<file path="src/design/ars_regs.svh">
// offsets, field positions and reset values of the channel-a range registers
`ifndef ARS_REGS_SVH
`define ARS_REGS_SVH

// register indices; the bus byte address is four times the index
`define ARS_IDX_RANGE_A_LOW 6'h04
`define ARS_IDX_RANGE_A_HIGH 6'h05
`define ARS_NUM_REGS 2
`define ARS_REG_W 16
`define ARS_RANGE_RESET 16'h00ff
`define ARS_ADDR_FIELD_MSB 15
`define ARS_ADDR_FIELD_LSB 9
`define ARS_ADDR_FIELD_RESET 7'h00
`define ARS_RSVD_BIT 8
`define ARS_FIELD_W 2
`define ARS_FIELDS_PER_REG 4
`define ARS_FIELD_RESET 2'h3
`define ARS_RESP_OKAY 2'h0
`define ARS_RESP_SLVERR 2'h2

`endif

</file>
<file path="src/design/ars_pkg.sv">
// types shared by the channel-a range register bank
package ars_pkg;
    typedef enum logic [1:0] {
        ARS_RNG_10V,
        ARS_RNG_5V,
        ARS_RNG_2V5
    } ars_range_e;
    typedef logic [15:0] ars_word_t;
endpackage

</file>
<file path="src/design/ars_range_bank.sv">
// axi4-lite register bank holding the channel-a input range selections
//
// Chosen here: the AXI4-Lite register port.
`timescale 1ns/1ps
`include "ars_regs.svh"
module ars_range_bank #(
    parameter int ADDR_W = 8
) (
    // clock, reset, enable
    input wire logic aclk,
    input wire logic aresetn,
    input wire logic ce,
    // axi4-lite write address
    input wire logic awvalid,
    output logic awready,
    input wire logic [ADDR_W-1:0] awaddr,
    input wire logic [2:0] awprot,
    // axi4-lite write data
    input wire logic wvalid,
    output logic wready,
    input wire logic [31:0] wdata,
    input wire logic [3:0] wstrb,
    // axi4-lite write response
    output logic bvalid,
    input wire logic bready,
    output logic [1:0] bresp,
    // axi4-lite read address
    input wire logic arvalid,
    output logic arready,
    input wire logic [ADDR_W-1:0] araddr,
    input wire logic [2:0] arprot,
    // axi4-lite read data
    output logic rvalid,
    input wire logic rready,
    output logic [31:0] rdata,
    output logic [1:0] rresp,
    // decoded channel-a ranges
    output ars_pkg::ars_range_e range_chan_a_in0,
    output ars_pkg::ars_range_e range_chan_a_in1,
    output ars_pkg::ars_range_e range_chan_a_in2,
    output ars_pkg::ars_range_e range_chan_a_in3,
    output ars_pkg::ars_range_e range_chan_a_in4,
    output ars_pkg::ars_range_e range_chan_a_in5,
    output ars_pkg::ars_range_e range_chan_a_in6,
    output ars_pkg::ars_range_e range_chan_a_in7
);
    import ars_pkg::*;

    localparam int NCH = `ARS_NUM_REGS * `ARS_FIELDS_PER_REG;

    // range code to range
    function automatic ars_range_e decode_range(input logic [1:0] code);
        unique case (code)
            2'h1: decode_range = ARS_RNG_2V5;
            2'h2: decode_range = ARS_RNG_5V;
            default: decode_range = ARS_RNG_10V;
        endcase
    endfunction

    // byte address to register slot; bit 0 of hit is slot, bit 1 is valid
    function automatic logic [1:0] reg_slot(input logic [ADDR_W-1:0] addr);
        logic [5:0] idx;
        idx = 6'(addr >> 2);
        if (idx == `ARS_IDX_RANGE_A_LOW) begin
            reg_slot = 2'h2;
        end else if (idx == `ARS_IDX_RANGE_A_HIGH) begin
            reg_slot = 2'h3;
        end else begin
            reg_slot = 2'h0;
        end
    endfunction

    logic aw_held_q;
    logic [ADDR_W-1:0] aw_addr_q;
    logic w_held_q;
    logic [15:0] w_data_q;
    logic [1:0] w_strb_q;
    logic bvalid_q;
    logic [1:0] bresp_q;
    logic rvalid_q;
    logic [31:0] rdata_q;
    logic [1:0] rresp_q;
    ars_range_e range_q [NCH];
    ars_word_t reg_q [`ARS_NUM_REGS];

    wire aw_fire;
    wire w_fire;
    wire ar_fire;
    wire wr_go;
    wire [1:0] wr_slot;
    wire [1:0] rd_slot;
    wire [15:0] wr_mask;
    wire [31:0] rd_word;

    assign awready = ce && !aw_held_q && !bvalid_q;
    assign wready = ce && !w_held_q && !bvalid_q;
    assign arready = ce && !rvalid_q;
    assign aw_fire = awvalid && awready;
    assign w_fire = wvalid && wready;
    assign ar_fire = arvalid && arready;
    assign wr_go = ce && aw_held_q && w_held_q && !bvalid_q;
    assign wr_slot = reg_slot(aw_addr_q);
    assign rd_slot = reg_slot(araddr);
    assign wr_mask = {{8{w_strb_q[1]}}, {8{w_strb_q[0]}}};
    // whole word stored, reserved bit 8 included, address field too
    assign rd_word = rd_slot[1] ? {16'h0000, reg_q[rd_slot[0]]} : 32'h0000_0000;

    assign bvalid = bvalid_q;
    assign bresp = bresp_q;
    assign rvalid = rvalid_q;
    assign rdata = rdata_q;
    assign rresp = rresp_q;

    // the two range words
    genvar g;
    generate
        for (g = 0; g < `ARS_NUM_REGS; g++) begin : g_reg
            ars_range_cell #(
                .WIDTH(`ARS_REG_W),
                .RESET_VAL(`ARS_RANGE_RESET)
            ) u_cell (
                .aclk(aclk),
                .aresetn(aresetn),
                .ce(ce),
                .wr_en(wr_go && wr_slot[1] && (wr_slot[0] == 1'(g))),
                .wr_data(w_data_q),
                .wr_mask(wr_mask),
                .q(reg_q[g])
            );
        end
    endgenerate

    // write channel
    always_ff @(posedge aclk) begin
        if (!aresetn) begin
            aw_held_q <= 1'b0;
            aw_addr_q <= '0;
            w_held_q <= 1'b0;
            w_data_q <= 16'h0000;
            w_strb_q <= 2'h0;
            bvalid_q <= 1'b0;
            bresp_q <= `ARS_RESP_OKAY;
        end else if (ce) begin
            if (aw_fire) begin
                aw_held_q <= 1'b1;
                aw_addr_q <= awaddr;
            end
            if (w_fire) begin
                w_held_q <= 1'b1;
                w_data_q <= wdata[15:0];
                w_strb_q <= wstrb[1:0];
            end
            if (wr_go) begin
                aw_held_q <= 1'b0;
                w_held_q <= 1'b0;
                bvalid_q <= 1'b1;
                bresp_q <= wr_slot[1] ? `ARS_RESP_OKAY : `ARS_RESP_SLVERR;
            end else if (bvalid_q && bready) begin
                bvalid_q <= 1'b0;
            end
        end
    end

    // read channel
    always_ff @(posedge aclk) begin
        if (!aresetn) begin
            rvalid_q <= 1'b0;
            rdata_q <= 32'h0000_0000;
            rresp_q <= `ARS_RESP_OKAY;
        end else if (ce) begin
            if (ar_fire) begin
                rvalid_q <= 1'b1;
                rdata_q <= rd_word;
                rresp_q <= rd_slot[1] ? `ARS_RESP_OKAY : `ARS_RESP_SLVERR;
            end else if (rvalid_q && rready) begin
                rvalid_q <= 1'b0;
            end
        end
    end

    // decoded ranges; bit 8 and bits 15:9 never reach them
    always_ff @(posedge aclk) begin
        for (int i = 0; i < NCH; i++) begin
            if (!aresetn) begin
                range_q[i] <= ARS_RNG_10V;
            end else if (ce) begin
                range_q[i] <= decode_range(reg_q[i / 4][(i % 4) * 2 +: 2]);
            end
        end
    end

    assign range_chan_a_in0 = range_q[0];
    assign range_chan_a_in1 = range_q[1];
    assign range_chan_a_in2 = range_q[2];
    assign range_chan_a_in3 = range_q[3];
    assign range_chan_a_in4 = range_q[4];
    assign range_chan_a_in5 = range_q[5];
    assign range_chan_a_in6 = range_q[6];
    assign range_chan_a_in7 = range_q[7];

    // checks
    low_reset_val_a: assert property (@(posedge aclk) disable iff (!aresetn)
        $past(!aresetn) |-> reg_q[0] == `ARS_RANGE_RESET)
        else $error("low range register wrong after reset");

    high_reset_val_a: assert property (@(posedge aclk) disable iff (!aresetn)
        $past(!aresetn) |-> reg_q[1] == `ARS_RANGE_RESET)
        else $error("high range register wrong after reset");

    addr_field_rw_a: assert property (@(posedge aclk) disable iff (!aresetn)
        wr_go && wr_slot == 2'h3 && w_strb_q[1] |=> reg_q[1][15:9] == $past(w_data_q[15:9]))
        else $error("address field not stored");

    low_field_map_a: assert property (@(posedge aclk) disable iff (!aresetn)
        ce |=> range_q[3] == decode_range($past(reg_q[0][7:6]))
            && range_q[0] == decode_range($past(reg_q[0][1:0])))
        else $error("low register field mapping wrong");

    high_field_map_a: assert property (@(posedge aclk) disable iff (!aresetn)
        ce |=> range_q[7] == decode_range($past(reg_q[1][7:6]))
            && range_q[5] == decode_range($past(reg_q[1][3:2])))
        else $error("high register field mapping wrong");

    code_decode_a: assert property (@(posedge aclk) disable iff (!aresetn)
        ce && reg_q[0][1:0] == 2'h1 && reg_q[0][3:2] == 2'h2 && reg_q[0][5:4] == 2'h0
        |=> range_q[0] == ARS_RNG_2V5 && range_q[1] == ARS_RNG_5V && range_q[2] == ARS_RNG_10V)
        else $error("range code decoded wrongly");

    field_reset_a: assert property (@(posedge aclk) disable iff (!aresetn)
        $past(!aresetn) |-> range_q[0] == ARS_RNG_10V && range_q[7] == ARS_RNG_10V)
        else $error("range not 10V after reset");

    low_write_back_a: assert property (@(posedge aclk) disable iff (!aresetn)
        wr_go && wr_slot == 2'h2 && w_strb_q == 2'h3 |=> reg_q[0] == $past(w_data_q))
        else $error("low register write lost");

    read_back_a: assert property (@(posedge aclk) disable iff (!aresetn)
        ar_fire && rd_slot == 2'h2 |=> rvalid_q && rdata_q == {16'h0000, $past(reg_q[0])})
        else $error("read data differs from register");

    rsvd_bit_quiet_a: assert property (@(posedge aclk) disable iff (!aresetn)
        ce && $past(ce) && $stable(reg_q[0][7:0]) && $changed(reg_q[0][15:8])
        |=> $stable(range_q[0]))
        else $error("upper bits changed a range");

    bresp_hold_a: assert property (@(posedge aclk) disable iff (!aresetn)
        bvalid_q && !bready |=> bvalid_q && $stable(bresp_q))
        else $error("write response dropped early");
endmodule // ars_range_bank

</file>
<file path="src/design/ars_range_cell.sv">
// one range register word with per-bit write mask
`timescale 1ns/1ps
`include "ars_regs.svh"
module ars_range_cell #(
    parameter int WIDTH = `ARS_REG_W,
    parameter logic [WIDTH-1:0] RESET_VAL = `ARS_RANGE_RESET
) (
    // clock, reset, enable
    input wire logic aclk,
    input wire logic aresetn,
    input wire logic ce,
    // write port
    input wire logic wr_en,
    input wire logic [WIDTH-1:0] wr_data,
    input wire logic [WIDTH-1:0] wr_mask,
    // stored value
    output logic [WIDTH-1:0] q
);
    logic [WIDTH-1:0] word_q;
    logic [WIDTH-1:0] word_d;

    assign word_d = (word_q & ~wr_mask) | (wr_data & wr_mask);
    assign q = word_q;

    always_ff @(posedge aclk) begin
        if (!aresetn) begin
            word_q <= RESET_VAL;
        end else if (ce && wr_en) begin
            word_q <= word_d;
        end
    end
endmodule // ars_range_cell

</file>
<file path="config.mk">
export PLATFORM = sky130hd
export DESIGN_NAME = ars_range_bank
export DESIGN_NICKNAME = d
export VERILOG_FILES = /design/src/design/ars_pkg.sv /design/src/design/ars_range_bank.sv /design/src/design/ars_range_cell.sv
export VERILOG_INCLUDE_DIRS = /design/src /design/src/design
export SDC_FILE = /design/constraint.sdc
export NUM_CORES = 1
export LEC_CHECK = 0
export ABC_AREA = 1
export BUFFER_PORTS_ARGS = -buffer_cell sky130_fd_sc_hd__buf_2
export CORE_ASPECT_RATIO = 0.9
export CORE_MARGIN = 1.5
export CORE_UTILIZATION = 54
export CTS_BUF_LIST = sky130_fd_sc_hd__clkbuf_8
export DETAILED_ROUTE_END_ITERATION = 8
export GPL_TIMING_DRIVEN = 0
export PLACE_DENSITY = 0.82
export SYNTH_ARGS = -nofsm -noshare
export SYNTH_HDL_FRONTEND = slang
export SYNTH_HIERARCHICAL = 1
export SYNTH_SLANG_ARGS = --single-unit
</file>
<file path="constraint.sdc">
create_clock -name aclk -period 1.9 [get_ports aclk]
set_input_delay 0 -clock aclk [delete_from_list [all_inputs] [get_ports aclk]]
set_output_delay 0 -clock aclk [all_outputs]
set_load 0.01 [all_outputs]
</file>
Word level (Yosys, flattened, before mapping)
Memories as Yosys holds them, arrays and structs flattened.
Cells that the tools add are included.

storage, ports and cells
  flip-flop bits (word level) = 98
  latch bits = 0
  RAM bits = 16
  memory bits (read-only) = 0
  input port bits = 66
  logic and storage cells = 138
  memories = 1

cells by class
  add/sub/neg operators = 0
  $mul = 0
  divide/modulo/power cells = 0
  magnitude comparators = 1
  equal/unequal tests = 20
  shifts and indexed selects = 0
  muxes and demuxes = 54
  bitwise gates (word level) = 16
  reduce and logical (&&, ||, !) cells = 34

memory list
  memory   depth  bits a word  read ports  clocked after Yosys merged registers in  wr ports  line                  text
  range_q  8      2            8           0                                        8         ars_range_bank.sv:83  ars_range_e range_q [NCH];

operator list
  kind                  count
  $mux W16              4
  $mux W2               30
  $and A16 B16 Y16      3
  $or A16 B16 Y16       2
  $pmux W2 S2           8
  $eq A6 B3 Y1 const B  4
  $logic_and A1 B1 Y1   18
  $eq A2 B1 Y1 const B  8
  $eq A2 B2 Y1 const B  8
  $not A16 Y16          1
  $reduce_and A2 Y1     8
  $mux W1               12
  $or A1 B1 Y1          8
  $reduce_bool A2 Y1    4
  $logic_not A1 Y1      4
  $ge A2 B2 Y1 const B  1
  $not A1 Y2            1
  $not A1 Y1            1

Depth between registers and ports, before layout
  word-level depth = 8
  depth in mapped cells = 10
  gate-level depth less buffers = 8

Modules after synthesis
The synthesis kept the hierarchy.

by module, submodules not included
  module          instances  cells each  area each (um^2)  seq. area each (um^2)
  ars_range_bank  1          342         2846.5            1401.3
  ars_range_cell  2          104         759.5             320.3

Worst setup path after synthesis
OpenSTA, ideal clock, no wires.

  path type = register to register
  start point = reg bvalid_q, in the netlist bvalid
  end point = reg (tool-made name)
  data arrival time = 1.367 ns
  required time = 1.777 ns
  slack = 0.410 ns
  stages on the path, launching flop included = 9
  buffers on the path = 2
  cell sequence = dfxtp_1 -> nor2_4 -> nand3_1 -> nor3_1 -> buf_6 -> buf_12 -> nand3_1 -> nand2_1 -> nand3_1

RTL lines
  what                    line                   text
  from (decl)             ars_range_bank.sv:78   logic bvalid_q;
  from (signal assigned)  ars_range_bank.sv:141  bvalid_q <= 1'b0;
  from (signal assigned)  ars_range_bank.sv:156  bvalid_q <= 1'b1;
  from (signal assigned)  ars_range_bank.sv:159  bvalid_q <= 1'b0;

Worst setup path in the final report
  start point = reg bvalid_q, in the netlist bvalid
  end point = reg aw_addr_q[6]

between the ends
  longest elaborated chain between the ends = 4

RTL lines
  what                                line                   text
  $logic_not A1 Y1                    ars_range_bank.sv:95   assign awready = ce && !aw_held_q && !bvalid_q;
  $logic_and A1 B1 Y1                 ars_range_bank.sv:95
  $logic_and A1 B1 Y1                 ars_range_bank.sv:98   assign aw_fire = awvalid && awready;
  $reduce_and A2 Y1 (no source line)  -
  to (signal assigned)                ars_range_bank.sv:146  aw_addr_q <= awaddr;
  to (decl)                           ars_range_bank.sv:74   logic [ADDR_W-1:0] aw_addr_q;

Every way passes these cells.
A chain may end at the register's enable or synchronous reset.

==> results.yml <==
global_route:
  grt_pass1_vias: 3518
  antenna_found_initial: 0
  grt-ovfl-total: 0
  grt_first_pass_wirelength_um: 16300
  grt_usage: 0.238
  grt_max_degree: 34
worst_setup_path:
  cp.required_ns: 2.16
  end_kind: "flop"
  r2r_slack_ns: 0.07
  endpoint: "aw_addr_q[6]"
  reg2reg_to: "aw_addr_q[6]"
  reg2reg_depth: 5
  cp_max_fo: 10
  critPathLaunch: "bvalid"
  crit_arrival_ns: 2.09
  startpoint_type: "flop"
  path_class: "reg -> reg"
  r2r-start: "bvalid"
timing:
  fin_skew_ns: 0.0146
  fmax_ghz: 0.548
  finalHoldViolCount: 0
  maxSlewHeadroom: 0.355
  fin_crit_ns: 1.83
  slew_viol_final: 0
  tightest_slew_ns: 0.967
  finalCritPeriodShare: 0.961
  fin_setup_tns_ns: 0
  finalWorstSetupSlack_ns: 0.0739
  setup_viol: 0
  rsz0062_at_grt: "no"
power_and_ir_drop:
  power_mw: 3.80
  static-leakage-power_nw: 2.58
  power.density_nw_per_um2: 706
  irDropWorstVdd_v: 0.000511
clock_network:
  cts_tree: "done"
  postCtsSetupRepairBufs: 0
  root_buffer: "clkbuf_8"
  clock_latency_ns: 0.38
  clock_path_buffers: 2
  htree_levels: 3
  numCtsBuffers: 9
  cts.sinks: 94
  path_clk_slew_ns: 0.10
synthesis:
  synth_top_cell_by_area: "dfxtp_1"
  synth_area_um2: 4370
  yosys_warnings: 6
  seq_area_frac_synth: 0.468
  synth_area_leaders: "dfxtp_1 (36%), edfxtp_1 (11%), nand2_1 (9.1%)"
  synth_flop_cell: "dfxtp_1"
  syn_inst: 550
  synth_edf_count: 16
  ys_seq_elements: 94
  syn_area_per_cell_um2: 7.94
  synthArstFlopShare: 0
  synth_top_area_share: 0.358
  synth_cell_types: 29
detailed_routing:
  dr.pass1.iters: 5
  routed_wl_um: 10100
  routedWlPerCell_um: 12.9
  antenna_left: 0
  via_count: 3885
  drt_iter0_drc: 352
  vias_per_cell: 4.97
  post-route-drc-count: 0
min_path:
  hp-class: "in -> reg"
  hold_depth: 4
placement:
  post-place-ws_ns: 0.200
  dp.final_hpwl_um: 7190
  io_buffers: 76
  gp_congestion: 0.823
final_layout:
  area_growth_pct: 23.4
  finalNetCount: 747
  drive_gt1_frac: 0.238
  n_antenna_cell: 0
floorplanning:
  num_io_pins: 123
  die_x_um: 97.8
  row_count: 30
  die_h_um: 88.3
  core_area_um2: 7690
  die_area_um2: 8630
  start_util: 0.567
job:
  cap_viol_max_count: 0
run_status:
  outcome: "finished, final reports clean"
-- power by group --
part           internal [mW]  switching (mW)
Combinational          0.184           0.218
Clock                  0.500           0.762
Sequential              2.08          0.0581
-- logic make-up after synthesis --
group,synth area share
simple gates,0.298
buf+inv,0.144
other cells,0.000859
flops,0.468
compound gates,0.0897
-- worst max-delay path, cell delays in order (launching register included) --
cell and delay, ns:
dfxtp_1 0.36, nor2_4 0.15, nand3_1 0.27, o21ai_0 0.30, nor2_1 0.08, dlygate4sd3_1 0.56
-- area by class of cell --
type / count / area [um^2]
plain buffers: 44 / 390
clock inverters: 7 / 61.3
clock buffers: 9 / 124
flip-flops and latches: 94 / 2040
inverters: 63 / 236
repair buffers: 103 / 651
fillers: 592 / 2310
multi-input cells: 366 / 1760
well taps: 96 / 120
-- routing by layer --
| metal | global-route usage | part of all wire |
|---|---|---|
| met5 | 0 | 0 |
| met4 | 0.0844 | 0.013 |
| met3 | 0.0498 | 0.066 |
| met2 | 0.407 | 0.46 |
| met1 | 0.303 | 0.46 |
-- cell usage in the layout, fill, tap and decap left out, types with 3 or more instances in the layout --
| cell | count |
|---|---|
| o21ai_1 | 18 |
| nand3_1 | 72 |
| buf_4 | 18 |
| o21ai_0 | 7 |
| inv_6 | 3 |
| dfxtp_1 | 78 |
| dlygate4sd3_1 | 27 |
| nand3_2 | 13 |
| inv_1 | 60 |
| a21oi_2 | 9 |
| nor3_1 | 18 |
| buf_6 | 6 |
| nor2_1 | 60 |
| clkbuf_8 | 11 |
| conb_1 | 18 |
| a21oi_1 | 36 |
| buf_12 | 5 |
| buf_2 | 83 |
| edfxtp_1 | 16 |
| nand2_1 | 106 |
-- worst min path at each step --
stage | startpoint | to
after floorplan | ce | arready
after global routing | arvalid | rdata[1]
final | arvalid | rdata[1]
after CTS | arvalid | rdata[1]
after global placement | wstrb[0] | w_strb_q[0]
after detailed placement | wdata[8] | w_data_q[8]
-- repair_timing --
item,4_1_cts,5_1_grt
endpoints found under the hold margin,26,0
hold buffers,27,0
resized for setup,0,0
-- cells in the mapped netlist (9+ instances only) --
library cell and count:
nand2_1 106, dfxtp_1 78, nand3_1 72, inv_1 60, nor2_1 60, a21oi_1 36
buf_4 18, nor3_1 18, o21ai_1 18, edfxtp_1 16, nand3_2 13, a21oi_2 9
-- stage by stage --
| step | instance area [um^2] | cells | hold WS, ns | utilization |
|---|---|---|---|---|
| 3_3_place_gp | 4930 | 739 | 0.238 | 0.641 |
| 3_5_place_dp | 4930 | 739 | 0.246 | 0.641 |
| 5_1_grt | 5390 | 782 | 0.0258 | 0.700 |
| 6_report | 5390 | 782 | 0.0172 | 0.700 |
| 4_1_cts | 5390 | 782 | 0.0143 | 0.700 |
| 2_1_floorplan | 4430 | 567 | 0.137 | - |
(Power assumes the default switching activity.)
